### config.mk
export PLATFORM = sky130hd
export DESIGN_NAME = rbr_ctrl
export DESIGN_NICKNAME = d
export VERILOG_FILES = /design/src/hdl/rbr_pkg.sv /design/src/hdl/rbr_ctrl.sv /design/src/hdl/rbr_flag.sv /design/src/hdl/rbr_hold_reg.sv
export SDC_FILE = /design/constraint.sdc
export NUM_CORES = 1
export LEC_CHECK = 0
export BUFFER_PORTS_ARGS = -buffer_cell sky130_fd_sc_hd__buf_2
export CAP_MARGIN = 20
export CORE_MARGIN = 1
export CORE_UTILIZATION = 40
export DETAILED_ROUTE_END_ITERATION = 7
export PLACE_DENSITY_LB_ADDON = 0.08
export SYNTH_ARGS = -nofsm -noshare
export SYNTH_HDL_FRONTEND = slang
export SYNTH_SLANG_ARGS = --single-unit
export TNS_END_PERCENT = 30
### constraint.sdc
create_clock -name i_ref_clk -period 1.33 [get_ports i_ref_clk]
set_clock_uncertainty 0.15 [all_clocks]
set_input_delay 0.133 -clock i_ref_clk [delete_from_list [all_inputs] [get_ports i_ref_clk]]
set_output_delay 0.133 -clock i_ref_clk [all_outputs]
set_load 0.01 [all_outputs]
### src/hdl/rbr_pkg.sv
// constants and types for the ram back-up retention controller
package rbr_pkg;
  localparam int unsigned REG_W = 4;
  localparam logic [3:0] REG_RST = 4'h0;
  localparam logic [2:0] SP_BACKUP = 3'h7;
  localparam logic [2:0] SP_RST = 3'h7;
  localparam logic [11:0] START_ADDR = 12'h000;
  localparam logic [5:0] START_PAGE = 6'h00;
  localparam int unsigned NUM_CFG = 12;
  // index of each retained configuration register in the cfg bank
  localparam int unsigned IX_SERIAL_CTRL = 0;
  localparam int unsigned IX_CONV_CTRL = 1;
  localparam int unsigned IX_WAKE_A = 2;
  localparam int unsigned IX_WAKE_B = 3;
  localparam int unsigned IX_WAKE_C = 4;
  localparam int unsigned IX_WAKE_COND = 5;
  localparam int unsigned IX_PULLUP_A = 6;
  localparam int unsigned IX_PULLUP_B = 7;
  localparam int unsigned IX_PULLUP_C = 8;
  localparam int unsigned IX_DRIVE_A = 9;
  localparam int unsigned IX_DRIVE_D = 10;
  localparam int unsigned IX_EXTRA = 11;
  localparam logic [3:0] CFG_IX_MAX = 4'hb;
  typedef enum logic [1:0] {
    RBR_RUN = 2'b00,
    RBR_ARMED = 2'b01,
    RBR_BACKUP = 2'b10,
    RBR_WAKE = 2'b11
  } rbr_state_t;
endpackage : rbr_pkg

### src/hdl/rbr_ctrl.sv
// ram back-up entry, retention, reinitialisation and wakeup control
module rbr_ctrl
  import rbr_pkg::*;
(
  // clock and reset
  input wire logic i_ref_clk,
  input wire logic i_nrst,
  // decoded instruction stream, one pulse per executed instruction
  input wire logic i_instr_valid,
  input wire logic i_power_off_enable_instr,
  input wire logic i_power_off_instr,
  input wire logic i_watchdog_restart_instr,
  input wire logic i_voltage_drop_enable_instr,
  input wire logic i_has_voltage_drop,
  // external wakeup, already qualified per pin
  input wire logic i_ext_wakeup,
  // configuration register writes
  input wire logic i_cfg_we,
  input wire logic [3:0] i_cfg_sel,
  input wire logic [rbr_pkg::REG_W-1:0] i_cfg_wdata,
  // port output latch
  input wire logic i_port_we,
  input wire logic [rbr_pkg::REG_W-1:0] i_port_wdata,
  // flag events and clears
  input wire logic i_ext_irq_set,
  input wire logic i_ext_irq_clr,
  input wire logic i_timer_a_set,
  input wire logic i_timer_a_clr,
  input wire logic i_timer_b_set,
  input wire logic i_timer_b_clr,
  input wire logic i_conv_done_set,
  input wire logic i_conv_done_clr,
  input wire logic i_serial_done_set,
  input wire logic i_serial_done_clr,
  input wire logic i_irq_enable_set,
  input wire logic i_irq_enable_clr,
  input wire logic i_wdog_first_set,
  input wire logic i_wdog_second_set,
  input wire logic i_wdog_second_clr,
  input wire logic i_power_down_clr,
  // stack pointer update from the core
  input wire logic i_sp_we,
  input wire logic [2:0] i_sp_wdata,
  // state
  output rbr_pkg::rbr_state_t o_state,
  output logic o_in_backup,
  output logic o_osc_stop,
  output logic o_restart,
  output logic [5:0] o_restart_page,
  output logic [11:0] o_restart_addr,
  output logic o_power_down_flag,
  // function reinitialisation strobes
  output logic o_serial_func_init,
  output logic o_conv_func_init,
  // retained registers
  output logic [rbr_pkg::REG_W-1:0] o_serial_ctrl_reg,
  output logic [rbr_pkg::REG_W-1:0] o_converter_ctrl_reg,
  output logic [rbr_pkg::REG_W-1:0] o_wake_cfg_port_a,
  output logic [rbr_pkg::REG_W-1:0] o_wake_cfg_port_b,
  output logic [rbr_pkg::REG_W-1:0] o_wake_cfg_port_c,
  output logic [rbr_pkg::REG_W-1:0] o_wake_condition_cfg,
  output logic [rbr_pkg::REG_W-1:0] o_pullup_cfg_a,
  output logic [rbr_pkg::REG_W-1:0] o_pullup_cfg_b,
  output logic [rbr_pkg::REG_W-1:0] o_pullup_cfg_c,
  output logic [rbr_pkg::REG_W-1:0] o_drive_structure_a,
  output logic [rbr_pkg::REG_W-1:0] o_drive_structure_d,
  output logic [rbr_pkg::REG_W-1:0] o_extra_structure_cfg,
  output logic [rbr_pkg::REG_W-1:0] o_port_level,
  // flags
  output logic o_ext_irq_request_flag,
  output logic o_timer_a_irq_flag,
  output logic o_timer_b_irq_flag,
  output logic o_conversion_done_flag,
  output logic o_serial_done_flag,
  output logic o_global_irq_enable,
  output logic o_watchdog_flag_first,
  output logic o_watchdog_flag_second,
  output logic o_watchdog_enable_flag,
  output logic [2:0] o_stack_level_pointer,
  output logic o_voltage_drop_active
);
  import rbr_pkg::*;

  rbr_state_t state_r;
  rbr_state_t state_nxt;
  logic enter_backup;
  logic backup_init;
  logic power_down_r;
  logic restart_r;
  logic vdrop_en_r;
  logic [2:0] sp_r;
  logic [REG_W-1:0] port_r;
  logic [REG_W-1:0] cfg_q [NUM_CFG];

  // power-off only counts when the previous executed instruction was the enable
  assign enter_backup = i_instr_valid && i_power_off_instr
                        && (state_r == RBR_ARMED);
  // one-cycle strobe on the entry edge; clock stops after, so init is done here
  assign backup_init = enter_backup;

  always_comb begin
    state_nxt = state_r;
    case (state_r)
      RBR_RUN: begin
        if (i_instr_valid && i_power_off_enable_instr) begin
          state_nxt = RBR_ARMED;
        end
      end
      RBR_ARMED: begin
        if (enter_backup) begin
          state_nxt = RBR_BACKUP;
        end else if (i_instr_valid && !i_power_off_enable_instr) begin
          state_nxt = RBR_RUN;
        end
      end
      RBR_BACKUP: begin
        // oscillator is stopped: nothing but a wakeup pin leaves here
        if (i_ext_wakeup) begin
          state_nxt = RBR_WAKE;
        end
      end
      RBR_WAKE: begin
        state_nxt = RBR_RUN;
      end
      default: begin
        state_nxt = RBR_RUN;
      end
    endcase
  end

  always_ff @(posedge i_ref_clk or negedge i_nrst) begin
    if (!i_nrst) begin
      state_r <= RBR_RUN;
    end else begin
      state_r <= state_nxt;
    end
  end

  // warm start marker and restart pulse; cold reset leaves the flag at zero
  always_ff @(posedge i_ref_clk or negedge i_nrst) begin
    if (!i_nrst) begin
      power_down_r <= 1'b0;
    end else if (enter_backup) begin
      power_down_r <= 1'b1;
    end else if (i_power_down_clr && state_r == RBR_RUN) begin
      power_down_r <= 1'b0;
    end
  end

  always_ff @(posedge i_ref_clk or negedge i_nrst) begin
    if (!i_nrst) begin
      restart_r <= 1'b0;
    end else begin
      restart_r <= (state_r == RBR_BACKUP) && i_ext_wakeup;
    end
  end

  always_ff @(posedge i_ref_clk or negedge i_nrst) begin
    if (!i_nrst) begin
      sp_r <= SP_RST;
    end else if (backup_init) begin
      sp_r <= SP_BACKUP;
    end else if (i_sp_we) begin
      sp_r <= i_sp_wdata;
    end
  end

  // detector enable survives into back-up; only a cold reset clears it
  always_ff @(posedge i_ref_clk or negedge i_nrst) begin
    if (!i_nrst) begin
      vdrop_en_r <= 1'b0;
    end else if (i_instr_valid && i_voltage_drop_enable_instr && i_has_voltage_drop) begin
      vdrop_en_r <= 1'b1;
    end
  end

  // port levels are never touched by entry or wakeup
  always_ff @(posedge i_ref_clk or negedge i_nrst) begin
    if (!i_nrst) begin
      port_r <= REG_RST;
    end else if (i_port_we) begin
      port_r <= i_port_wdata;
    end
  end

  // retained bank: back-up never writes these, so they keep their contents
  genvar gi;
  generate
    for (gi = 0; gi < NUM_CFG; gi++) begin : g_cfg
      rbr_hold_reg u_reg (
        .i_ref_clk(i_ref_clk),
        .i_nrst(i_nrst),
        .i_we(i_cfg_we && i_cfg_sel == 4'(gi) && i_cfg_sel <= CFG_IX_MAX),
        .i_wdata(i_cfg_wdata),
        .o_q(cfg_q[gi])
      );
    end
  endgenerate

  // flags cleared to initial value at back-up entry
  rbr_flag u_ext_irq (
    .i_ref_clk(i_ref_clk), .i_nrst(i_nrst), .i_set(i_ext_irq_set),
    .i_clr(i_ext_irq_clr), .i_init(backup_init), .o_q(o_ext_irq_request_flag)
  );
  rbr_flag u_conv_done (
    .i_ref_clk(i_ref_clk), .i_nrst(i_nrst), .i_set(i_conv_done_set),
    .i_clr(i_conv_done_clr), .i_init(backup_init), .o_q(o_conversion_done_flag)
  );
  rbr_flag u_serial_done (
    .i_ref_clk(i_ref_clk), .i_nrst(i_nrst), .i_set(i_serial_done_set),
    .i_clr(i_serial_done_clr), .i_init(backup_init), .o_q(o_serial_done_flag)
  );
  rbr_flag u_irq_en (
    .i_ref_clk(i_ref_clk), .i_nrst(i_nrst), .i_set(i_irq_enable_set),
    .i_clr(i_irq_enable_clr), .i_init(backup_init), .o_q(o_global_irq_enable)
  );
  // first watchdog flag is cleared by restart, and by back-up
  rbr_flag u_wdog_first (
    .i_ref_clk(i_ref_clk), .i_nrst(i_nrst), .i_set(i_wdog_first_set),
    .i_clr(i_instr_valid && i_watchdog_restart_instr), .i_init(backup_init),
    .o_q(o_watchdog_flag_first)
  );
  rbr_flag u_wdog_second (
    .i_ref_clk(i_ref_clk), .i_nrst(i_nrst), .i_set(i_wdog_second_set),
    .i_clr(i_wdog_second_clr), .i_init(backup_init), .o_q(o_watchdog_flag_second)
  );
  // timer flags are not reinitialised; their value after back-up is not defined
  rbr_flag u_timer_a (
    .i_ref_clk(i_ref_clk), .i_nrst(i_nrst), .i_set(i_timer_a_set),
    .i_clr(i_timer_a_clr), .i_init(1'b0), .o_q(o_timer_a_irq_flag)
  );
  rbr_flag u_timer_b (
    .i_ref_clk(i_ref_clk), .i_nrst(i_nrst), .i_set(i_timer_b_set),
    .i_clr(i_timer_b_clr), .i_init(1'b0), .o_q(o_timer_b_irq_flag)
  );

  // watchdog enable is not a listed flag; cold reset and back-up entry both set it, nothing clears it
  always_ff @(posedge i_ref_clk or negedge i_nrst) begin
    if (!i_nrst) begin
      o_watchdog_enable_flag <= 1'b1;
    end else if (backup_init) begin
      o_watchdog_enable_flag <= 1'b1;
    end
  end

  // registered copies of the function init strobes
  always_ff @(posedge i_ref_clk or negedge i_nrst) begin
    if (!i_nrst) begin
      o_serial_func_init <= 1'b0;
      o_conv_func_init <= 1'b0;
    end else begin
      o_serial_func_init <= backup_init;
      o_conv_func_init <= backup_init;
    end
  end

  assign o_state = state_r;
  assign o_in_backup = (state_r == RBR_BACKUP);
  assign o_osc_stop = (state_r == RBR_BACKUP);
  assign o_restart = restart_r;
  assign o_restart_page = START_PAGE;
  assign o_restart_addr = START_ADDR;
  assign o_power_down_flag = power_down_r;
  assign o_stack_level_pointer = sp_r;
  assign o_voltage_drop_active = i_has_voltage_drop
                                 && (state_r != RBR_BACKUP || vdrop_en_r);
  assign o_port_level = port_r;
  assign o_serial_ctrl_reg = cfg_q[IX_SERIAL_CTRL];
  assign o_converter_ctrl_reg = cfg_q[IX_CONV_CTRL];
  assign o_wake_cfg_port_a = cfg_q[IX_WAKE_A];
  assign o_wake_cfg_port_b = cfg_q[IX_WAKE_B];
  assign o_wake_cfg_port_c = cfg_q[IX_WAKE_C];
  assign o_wake_condition_cfg = cfg_q[IX_WAKE_COND];
  assign o_pullup_cfg_a = cfg_q[IX_PULLUP_A];
  assign o_pullup_cfg_b = cfg_q[IX_PULLUP_B];
  assign o_pullup_cfg_c = cfg_q[IX_PULLUP_C];
  assign o_drive_structure_a = cfg_q[IX_DRIVE_A];
  assign o_drive_structure_d = cfg_q[IX_DRIVE_D];
  assign o_extra_structure_cfg = cfg_q[IX_EXTRA];
endmodule : rbr_ctrl

### src/hdl/rbr_flag.sv
// one hardware-set, software-cleared flag that back-up returns to its initial value
module rbr_flag (
  // clock and reset
  input wire logic i_ref_clk,
  input wire logic i_nrst,
  // control
  input wire logic i_set,
  input wire logic i_clr,
  input wire logic i_init,
  // value
  output logic o_q
);
  always_ff @(posedge i_ref_clk or negedge i_nrst) begin
    if (!i_nrst) begin
      o_q <= 1'b0;
    end else if (i_init) begin
      o_q <= 1'b0;
    end else if (i_set) begin
      // an event in the clearing cycle wins
      o_q <= 1'b1;
    end else if (i_clr) begin
      o_q <= 1'b0;
    end
  end
endmodule : rbr_flag

### src/hdl/rbr_hold_reg.sv
// one register that is kept across back-up, reset only by a cold reset
module rbr_hold_reg
  import rbr_pkg::*;
(
  // clock and reset
  input wire logic i_ref_clk,
  input wire logic i_nrst,
  // write port
  input wire logic i_we,
  input wire logic [REG_W-1:0] i_wdata,
  // value
  output logic [REG_W-1:0] o_q
);
  always_ff @(posedge i_ref_clk or negedge i_nrst) begin
    if (!i_nrst) begin
      o_q <= REG_RST;
    end else if (i_we) begin
      o_q <= i_wdata;
    end
  end
endmodule : rbr_hold_reg

==> qor.yml, run 1 <==
place:
  gp_congestion: 0.7980
  pre_cts_slack_ns: -0.1285
  portBuffers: 114
  placed_area_um2: 3551
  placed_cells: 427
  dp_hpwl_um: 4275
route:
  wl_met2_um: 3038
  drtIter0Drc: 51
  wl_um: 6416
  top_layer_used: "met4"
  wl_met3_um: 363
  routed-via-count: 2128
  final_antenna_net_count: 0
  drt_first_pass_iters: 4
  routed_via_density: 4.461
  remaining_drc_errors: 0
  wl_per_cell_um: 13.45
  wl_met1_um: 2914
sta:
  setup_viol_count_final: 4
  timing.fmax_mhz: 692.8
  fin_crit_ns: 1.443
  finalHoldViolCount: 0
  rsz0062_at_grt: "true"
  layout_worst_path_cycle_share: 1.085
  hold-worst-slack_ns: 0.04229
  slew_viol_final: 0
  setup_tns_ns: -0.2288
  worst_slack_ns: -0.1135
grt:
  antenna_found_initial: 0
  grt_max_degree: 23
  grt_pass1_wl_um: 10610
  grt_pass1_vias: 2179
  grtUsageTotal: 0.1900
  grt-ovfl-total: 0
power_and_ir_drop:
  leakage_nw: 2.087
  ir_drop_mv: 0.8624
  power_density_nw_per_um2: 1432
  power_mw: 5.807
floorplan:
  start_util: 0.4145
  dieArea_um2: 7419
  die_w_um: 86.14
  core-area_um2: 6832
  pin_count: 134
  die_h_um: 86.14
  num_rows: 30
final_layout:
  diodes: 0
  layout.nets: 419
  final_util: 0.5934
  fin_area_um2: 4054
  final_layout_size_suffix_gt1_frac: 0.5381
  area_growth_pct: 43.17
  final_common_cell: "buf_2"
  final_cell_mix: "buf_2 (114), dfrtp_1 (65), mux2_2 (52), dlygate4sd3_1 (32), conb_1 (19)"
  layoutNonFillerInstCount: 477
min_path:
  min_path_type: "input port to flop"
clock_network:
  root_buffer: "clkbuf_8"
  cts_tree: "done"
  cts_made_buffers: 9
  clkTransAtPathRegs_ns: 0.07
  clock_path_buffers: 2
  clkLatencyLatePin_ns: 0.33
  cts_sinks: 69
  cts.htree.levels: 3
yosys:
  ys_types: 26
  yosys_register_bits: 69
  ys_seq_area_frac: 0.6111
  syn_area_per_cell_um2: 13.42
  ys.warnings.count: 0
  syn-cell-area_um2: 2831
  synthCells: 211
run_status:
  violations: "setup timing"
  outcome: "complete, but fails checks"
critical_path:
  reg2regPathDepth: 4
  regToRegSetupSlack_ns: 0.13
  r2r-start: "o_state[0]"
  crit_type: "flop to output pin"
  r2r_end: "o_power_down_flag"
  critPathLaunch: "o_state[0]"
  startpoint_type: "flop"
  crit_end: "o_voltage_drop_active"
  cp-end-kind: "output pin"
  crit_fanout: 3
  arrival_ns: 1.16
  worst_ep_required_time_ns: 1.05
run:
  maxCapViolCount: 0
[flip-flops by register name, summed over array words and instances (netlist names), named ones only]
register / flops
u_wdog_first.o_q: 1
o_power_down_flag: 1
g_cfg.u_reg.o_q: 48
u_timer_b.o_q: 1
u_conv_done.o_q: 1
o_conv_func_init: 1
u_serial_done.o_q: 1
o_state: 1
o_stack_level_pointer: 3
u_timer_a.o_q: 1
u_irq_en.o_q: 1
u_ext_irq.o_q: 1
u_wdog_second.o_q: 1
o_port_level: 4
o_restart: 1
vdrop_en_r: 1
[layer usage]
| metal | global-route usage | up-vias |
|---|---|---|
| li1 | - | 1002 |
| met1 | 0.2553 | 1030 |
| met2 | 0.2958 | 86 |
| met3 | 0.04331 | 10 |
| met4 | 0.08182 | 0 |
| met5 | 0 | - |
[power breakdown]
| part | internal (mW) | switching [mW] | leakage [nW] |
|---|---|---|---|
| clock network | 0.664 | 0.751 | 0.0829 |
| registers | 2.57 | 0.233 | 0.828 |
| logic | 0.838 | 0.750 | 1.18 |
[worst min path at each step]
| stage | startpoint | end | slack [ns] | cells past startpoint |
|---|---|---|---|---|
| 6_report | i_power_off_instr | o_state[0] | 0.04 | 4 |
| 4_1_cts | i_power_off_instr | o_state[0] | 0.03 | 4 |
| 2_1_floorplan | i_nrst | async pin | -0.31 | 0 |
| 3_3_place_gp | i_nrst | g_cfg[7].u_reg.o_q[1] | -0.03 | 1 |
| 3_5_place_dp | i_nrst | g_cfg[7].u_reg.o_q[1] | -0.03 | 1 |
| 5_1_grt | i_power_off_instr | o_state[0] | 0.06 | 4 |
[critical path: stages (launching register included)]
cell and delay [ns]:
dfrtp_1 0.39, nand2b_4 0.15, o21a_1 0.16, buf_2 0.13
[synth_stat cells, drive strengths merged]
library cell,instances,area [um^2]
or3,2,12.51
nor3b,1,7.510
a31o,1,8.760
nand3b,4,30.03
a21oi,6,30.03
o21bai,1,7.510
o31ai,1,7.510
inv,10,37.54
mux2i,3,30.03
conb,2,7.510
clkbuf,4,15.01
and2,1,6.260
dfrtp,66,1652
buf,22,162.7
a31oi,1,6.260
nand2,9,33.78
o21a,1,7.510
and3,1,7.510
nor2b,1,6.260
a21o,2,15.01
nor2,13,48.80
dfstp,3,78.83
nand2b,3,18.77
nand4b,1,8.760
mux2,52,585.6
[cell families after synthesis]
kind of cell / after synthesis / share of synthesized area
buf+inv: 36 / 0.07600
other cells: 2 / 0.002652
compound gates: 13 / 0.02917
mux: 55 / 0.2174
flops: 69 / 0.6111
simple gates: 36 / 0.06364
[area by class of cell]
type,count,area (um^2)
Sequential cell,69,1732
Clock buffer,11,131.4
Multi-Input combinational cell,123,962.2
Fill cell,588,2778
Inverter,10,37.54
Tap cell,96,120.1
Clock inverter,5,27.53
Timing Repair Buffer,163,1044
[what timing repair did]
item / CTS / global route
resized for setup: 1 / 1
setup endpoints to repair: 3 / 4
hold endpoints to repair: 88 / 0
hold buffers: 32 / 0
buffers inserted: 1 / 1
(Power assumes the default switching activity.)
==> run 2: changes to the inputs <==
==> constraint.sdc (replaced) <==
create_clock -name i_ref_clk -period 1.33 [get_ports i_ref_clk]
set_clock_uncertainty 0.15 [all_clocks]
set_input_delay 0.133 -clock i_ref_clk [delete_from_list [all_inputs] [get_ports i_ref_clk]]
set_output_delay 0.133 -clock i_ref_clk [all_outputs]
set_load 0.1 [all_outputs]
==> run 2 against run 1 <==
  * The flow still finishes with violations (setup timing)
  * Sequential power is 11% higher
  * Flip-flop and latch count stayed put
  * Global-route usage is 1.8 points higher
  * Via count is 0.19% lower
  * Clock-buffer cell count stayed put
  * Final cell count is 0.42% lower
  * Final area is 28% higher
  * Largest cell class is now buffers
  * Maximum frequency is 11% lower
  * Worst setup slack worse by 0.18 ns
  * Non-clock buffer count is 2 lower
  * Critical path type unchanged
==> qor.yml, run 2 (synthesized netlist as in run 1, its figures left out) <==
floorplan:
  start_util: 0.4145  # unchanged
  core-area_um2: 6832  # unchanged
  die_h_um: 86.14  # unchanged
  dieArea_um2: 7419  # unchanged
  pin_count: 134  # unchanged
  num_rows: 30  # unchanged
  die_w_um: 86.14  # unchanged
final_layout:
  regMostFlops: "g_cfg.u_reg.o_q"
  fillers: 441  # -25%
  layout.nets: 417  # -0.48%
  diodes: 0  # unchanged
  final_cell_mix: "buf_12 (73), dfrtp_1 (59), mux2_2 (52), buf_2 (42), dlygate4sd3_1 (33)"
  largest_reg_flops: 48  # unchanged
  area_growth_pct: 83.43
  final_layout_size_suffix_gt1_frac: 0.5620  # +0.02395
  final_util: 0.7603  # +0.1668
  final_common_cell: "buf_12"
place:
  portBuffers: 114  # unchanged
  dp_hpwl_um: 4619  # +8.0%
  gp_congestion: 0.7863  # -1.5%
clock_network:
  cts.htree.levels: 3  # unchanged
  cts_tree: "done"
  clock_path_buffers: 2  # unchanged
  cts_made_buffers: 9  # unchanged
  clkLatencyLatePin_ns: 0.33  # about the same
  root_buffer: "clkbuf_8"
  cts_sinks: 69  # unchanged
  clkTransAtPathRegs_ns: 0.08  # about the same
critical_path:
  crit_fanout: 3  # unchanged
  arrival_ns: 1.34  # +0.18 ns
  worst_ep_required_time_ns: 1.05  # about the same
  crit_type: "flop to output pin"
  cp-end-kind: "output pin"
  startpoint_type: "flop"
route:
  wl_um: 7269  # +13%
  drtIter0Drc: 56  # +9.8%
  remaining_drc_errors: 0  # unchanged
  drt_first_pass_iters: 4  # unchanged
  routed_via_density: 4.472  # +0.23%
  final_antenna_net_count: 0  # unchanged
  wl_per_cell_um: 15.30  # +14%
  routed-via-count: 2124  # -0.19%
sta:
  setup_tns_ns: -1.199  # -0.9707 ns
  worst_slack_ns: -0.2973  # -0.1838 ns
  rsz0062_at_grt: "true"
  timing.fmax_mhz: 614.5  # -11%
  hold-worst-slack_ns: 0.08339  # +0.04110 ns
  slew_viol_final: 0  # unchanged
  layout_worst_path_cycle_share: 1.224  # +0.1382
  finalHoldViolCount: 0  # unchanged
  fin_crit_ns: 1.627  # +0.1838 ns
  setup_viol_count_final: 11  # +7
run_status:
  outcome: "complete, but fails checks"
  violations: "setup timing"
min_path:
  min_path_type: "input port to flop"
power_and_ir_drop:
  leakage_nw: 2.428  # +16%
  power_density_nw_per_um2: 2260  # +58%
  power_mw: 11.74  # +100%
  ir_drop_mv: 1.386  # +61%
grt:
  grt_pass1_wl_um: 11340  # +7.0%
  grt_pass1_vias: 2193  # +0.64%
  grt-ovfl-total: 0  # unchanged
  grt_max_degree: 70  # +200%
  antenna_found_initial: 0  # unchanged
  grtUsageTotal: 0.2079  # +0.01795
run:
  maxCapViolCount: 0  # unchanged
[run 2: final timing paths]
| kind | from | endpoint | slack (ns) | depth (start not counted) |
|---|---|---|---|---|
| setup reg to reg | flop | u_wdog_first.o_q | -0.02 | 4 |
| hold / removal | i_cfg_wdata[2] | g_cfg[10].u_reg.o_q[2] | 0.08 | 2 |
| min in group asynchronous | i_nrst | g_cfg[2].u_reg.o_q[0] | 0.19 | 3 |
| hold reg to reg | vdrop_en_r | vdrop_en_r | 0.39 | 1 |
| max in group asynchronous | i_nrst | o_stack_level_pointer[0] | 0.51 | 3 |
| setup / recovery | o_state[0] | o_voltage_drop_active | -0.30 | 3 |
[run 2: final cells by class]
cell class	instances	area, um^2	area share
Clock buffer	11	131.4	0.02530
Clock inverter	5	75.07	0.01445
Inverter	10	41.29	0.007950
Multi-Input combinational cell	123	974.7	0.1877
Sequential cell	69	1744	0.3358
Tap cell	96	120.1	0.02313
Timing Repair Buffer	161	2107	0.4057
[run 2: per-layer routing]
layer  vias to the layer above  global-route usage  part of all wire
li1                        998                   -                 -
met1                      1013              0.2473              0.40
met2                       100              0.3456              0.51
met3                        13             0.07796             0.075
met4                         0             0.07424             0.016
met5                         -                   0                 0
[run 2: through the flow]
| step | instance area [um^2] | setup slack (ns) | instances |
|---|---|---|---|
| after floorplan | 2924 | -0.6503 | 228 |
| after global placement | 4628 | -0.07899 | 425 |
| after detailed placement | 4628 | -0.1151 | 425 |
| after CTS | 5175 | -0.3139 | 474 |
| after global routing | 5194 | -0.3340 | 475 |
| final | 5194 | -0.2973 | 475 |
[run 2: what timing repair did]
action | CTS | global route
resized for setup | 2 | 3
hold buffers | 33 | 0
setup endpoints to repair | 8 | 9
endpoints found under the hold margin | 89 | 0
cloned | 0 | 0
buffers inserted | 0 | 1
[run 2: report_power, final]
part	leakage (nW)	internal [mW]	total, mW	switching (mW)
Combinational	1.50	2.37	6.81	4.44
Sequential	0.820	2.60	3.11	0.514
Clock	0.107	1.05	1.82	0.768
[run 2: critical path, cell delays in order (launching register included)]
cell      delay [ns]
dfrtp_4         0.48
nand2b_4        0.17
o21a_4          0.20
buf_12          0.16
==> run 3: changes to the inputs <==
==> constraint.sdc (replaced) <==
create_clock -name i_ref_clk -period 1.33 [get_ports i_ref_clk]
set_clock_uncertainty 0.15 [all_clocks]
set_input_delay 0.399 -clock i_ref_clk [delete_from_list [all_inputs] [get_ports i_ref_clk]]
set_output_delay 0.399 -clock i_ref_clk [all_outputs]
set_load 0.1 [all_outputs]
==> run 3 against run 2 <==
  * Via count is 3.0% lower
  * Flip-flop and latch count stayed put
  * Critical path type unchanged
  * Clock power is 6% lower
  * Die area stayed put
  * Global-route usage is 1.3 points lower
  * Largest cell class unchanged
  * Final cell count is 4.0% lower
  * The flow still finishes with violations (setup timing)
==> qor.yml, run 3 (synthesized netlist as in run 1, its figures left out) <==
run_status:
  outcome: "complete, but fails checks"
  violations: "setup timing"
floorplan:
  start_util: 0.4145  # unchanged
  die_h_um: 86.14  # unchanged
  die_w_um: 86.14  # unchanged
  num_rows: 30  # unchanged
  pin_count: 134  # unchanged
  dieArea_um2: 7419  # unchanged
  core-area_um2: 6832  # unchanged
power_and_ir_drop:
  swShare: 0.4908  # +0.003234
  power_density_nw_per_um2: 2325  # +2.9%
  seqPwrFrac: 0.264  # about the same
  ir_drop_mv: 1.405  # +1.4%
  p_comb_frac: 0.590  # +0.010
  p_clk_frac: 0.146  # -0.009
  p_sw_mw: 5.761  # +0.65%
  leakage_nw: 2.374  # -2.2%
  power.internal_mw: 5.977  # -0.64%
critical_path:
  cp_cell_sequence: "nand2b_4 -> o21a_4 -> buf_12"
  path_delay_family: "flip-flops"
  arrival_ns: 1.34  # about the same
  cp_num_buf_inv: 1  # unchanged
  crit_slowest_cell: "dfrtp_4"
  max_stage_delay_ns: 0.47  # about the same
  cp-end-kind: "output pin"
  r2r_end: "u_serial_done.o_q"
  worst_ep_required_time_ns: 0.78  # -0.27 ns
  regToRegSetupSlack_ns: -0.17  # -0.15 ns
  path_depth: 3  # unchanged
  reg2regPathDepth: 6  # +2
  startpoint_type: "flop"
  crit_fanout: 3  # unchanged
  crit_type: "flop to output pin"
grt:
  grt_pass1_wl_um: 10700  # -5.7%
  grt_pass1_vias: 2110  # -3.8%
  grt-ovfl-total: 0  # unchanged
  grt_max_degree: 36  # -49%
  grtUsageTotal: 0.1949  # -0.01302
  antenna_found_initial: 0  # unchanged
route:
  remaining_drc_errors: 0  # unchanged
  drt_first_pass_iters: 4  # unchanged
  routed-via-count: 2060  # -3.0%
  routed_via_density: 4.518  # +1.0%
  final_antenna_net_count: 0  # unchanged
  drtIter0Drc: 32  # -43%
  wl_per_cell_um: 14.56  # -4.8%
  wl_um: 6641  # -8.6%
place:
  dp_hpwl_um: 4870  # +5.4%
  gp_congestion: 0.7885  # +0.28%
  portBuffers: 114  # unchanged
  placed_area_um2: 4679  # +1.1%
  placed_cells: 424  # -0.24%
min_path:
  hold_end: "u_timer_b.o_q"
  min_path_type: "input port to flop"
  hp-start: "i_timer_b_set"
  min_path_cells: 2  # unchanged
clock_network:
  clkLatencyLatePin_ns: 0.34  # about the same
  cts_sinks: 69  # unchanged
  cts_made_buffers: 9  # unchanged
  root_buffer: "clkbuf_8"
  clkTransAtPathRegs_ns: 0.07  # about the same
  cts_tree: "done"
  clock_path_buffers: 2  # unchanged
  cts.htree.levels: 3  # unchanged
sta:
  worst_slack_ns: -0.5550  # -0.2577 ns
  rsz0062_at_grt: "true"
  layout_worst_path_cycle_share: 1.417  # +0.1937
  finalHoldViolCount: 0  # unchanged
  fin_crit_ns: 1.885  # +0.2577 ns
  setup_viol_count_final: 92  # +81
  slew_viol_final: 0  # unchanged
  timing.fmax_mhz: 530.5  # -14%
  setup_tns_ns: -14.99  # -13.79 ns
run:
  maxCapViolCount: 0  # unchanged
final_layout:
  layoutNonFillerInstCount: 456  # -4.0%
  regMostFlops: "g_cfg.u_reg.o_q"
  multi_input_area_um2: 1023  # +5.0%
  fillers: 458  # +3.9%
  diodes: 0  # unchanged
  layout.nets: 398  # -4.6%
  final_cell_mix: "buf_12 (74), dfrtp_1 (54), mux2_2 (45), buf_2 (41), buf_4 (22)"
  final_common_cell: "buf_12"
  area_growth_pct: 78.30
  final_layout_size_suffix_gt1_frac: 0.6556  # +0.09355
  fin_area_um2: 5049  # -2.8%
  largest_reg_flops: 48  # unchanged
  final-seq-area_um2: 1753  # +0.50%
-- run 3: metrics by stage --
step / worst slack, ns / total power [mW] / utilization / hold WS [ns]
2_1_floorplan: -0.8421 / 7.290 / - / -0.04659
3_3_place_gp: -0.3334 / 9.821 / 0.6850 / 0.1161
3_5_place_dp: -0.4293 / 9.890 / 0.6850 / 0.1179
4_1_cts: -0.5701 / 11.72 / 0.7255 / 0.07395
5_1_grt: -0.5900 / 12.12 / 0.7390 / 0.08194
6_report: -0.5550 / 11.74 / 0.7390 / 0.08310
-- run 3: worst max-delay path by stage --
| stage | endpoint | slack (ns) | startpoint |
|---|---|---|---|
| floorplan | o_osc_stop | -0.84 | o_state[0] |
| global placement | g_cfg[5].u_reg.o_q[1] | -0.33 | i_cfg_sel[3] |
| detailed placement | g_cfg[6].u_reg.o_q[1] | -0.43 | i_cfg_sel[3] |
| CTS | o_voltage_drop_active | -0.57 | o_state[0] |
| global route | o_voltage_drop_active | -0.59 | o_state[0] |
| finish | o_voltage_drop_active | -0.56 | o_state[0] |
-- run 3: final cells by class --
| type | instances | area share |
|---|---|---|
| repair buffers | 142 | 0.3784 |
| well taps | 96 | 0.02379 |
| clock buffers | 10 | 0.02726 |
| clock inverters | 6 | 0.01239 |
| flip-flops and latches | 69 | 0.3472 |
| multi-input cells | 123 | 0.2027 |
| inverters | 10 | 0.008178 |
-- run 3: metal layers --
layer  global-route usage  share of wire
met2               0.3182           0.53
met4              0.09091          0.018
met3              0.05679          0.063
met1               0.2385           0.39
met5                    0              0
-- run 3: worst register-to-register path, cell delays in order, from the launching register on --
cell,delay [ns]
dfrtp_4,0.50
buf_6,0.13
buf_6,0.10
buf_6,0.10
nand4b_1,0.20
inv_2,0.15
nor2_1,0.05
-- run 3: power by group through the flow --
stage	Sequential (mW)	Clock, mW	Combinational (mW)
final	3.10	1.71	6.92
after global routing	3.16	1.87	7.10
after CTS	3.10	1.77	6.85
after detailed placement	3.14	0	6.75
after global placement	3.12	0	6.70
after floorplan	6.27	0	1.02
-- run 3: timing repair --
action / 4_1_cts / 5_1_grt
endpoints found under the setup margin: 82 / 113
resized for setup: 6 / 7
setup buffers: 6 / 9
endpoints found under the hold margin: 6 / 0
hold buffers: 1 / 0
pin swaps: 1 / 0
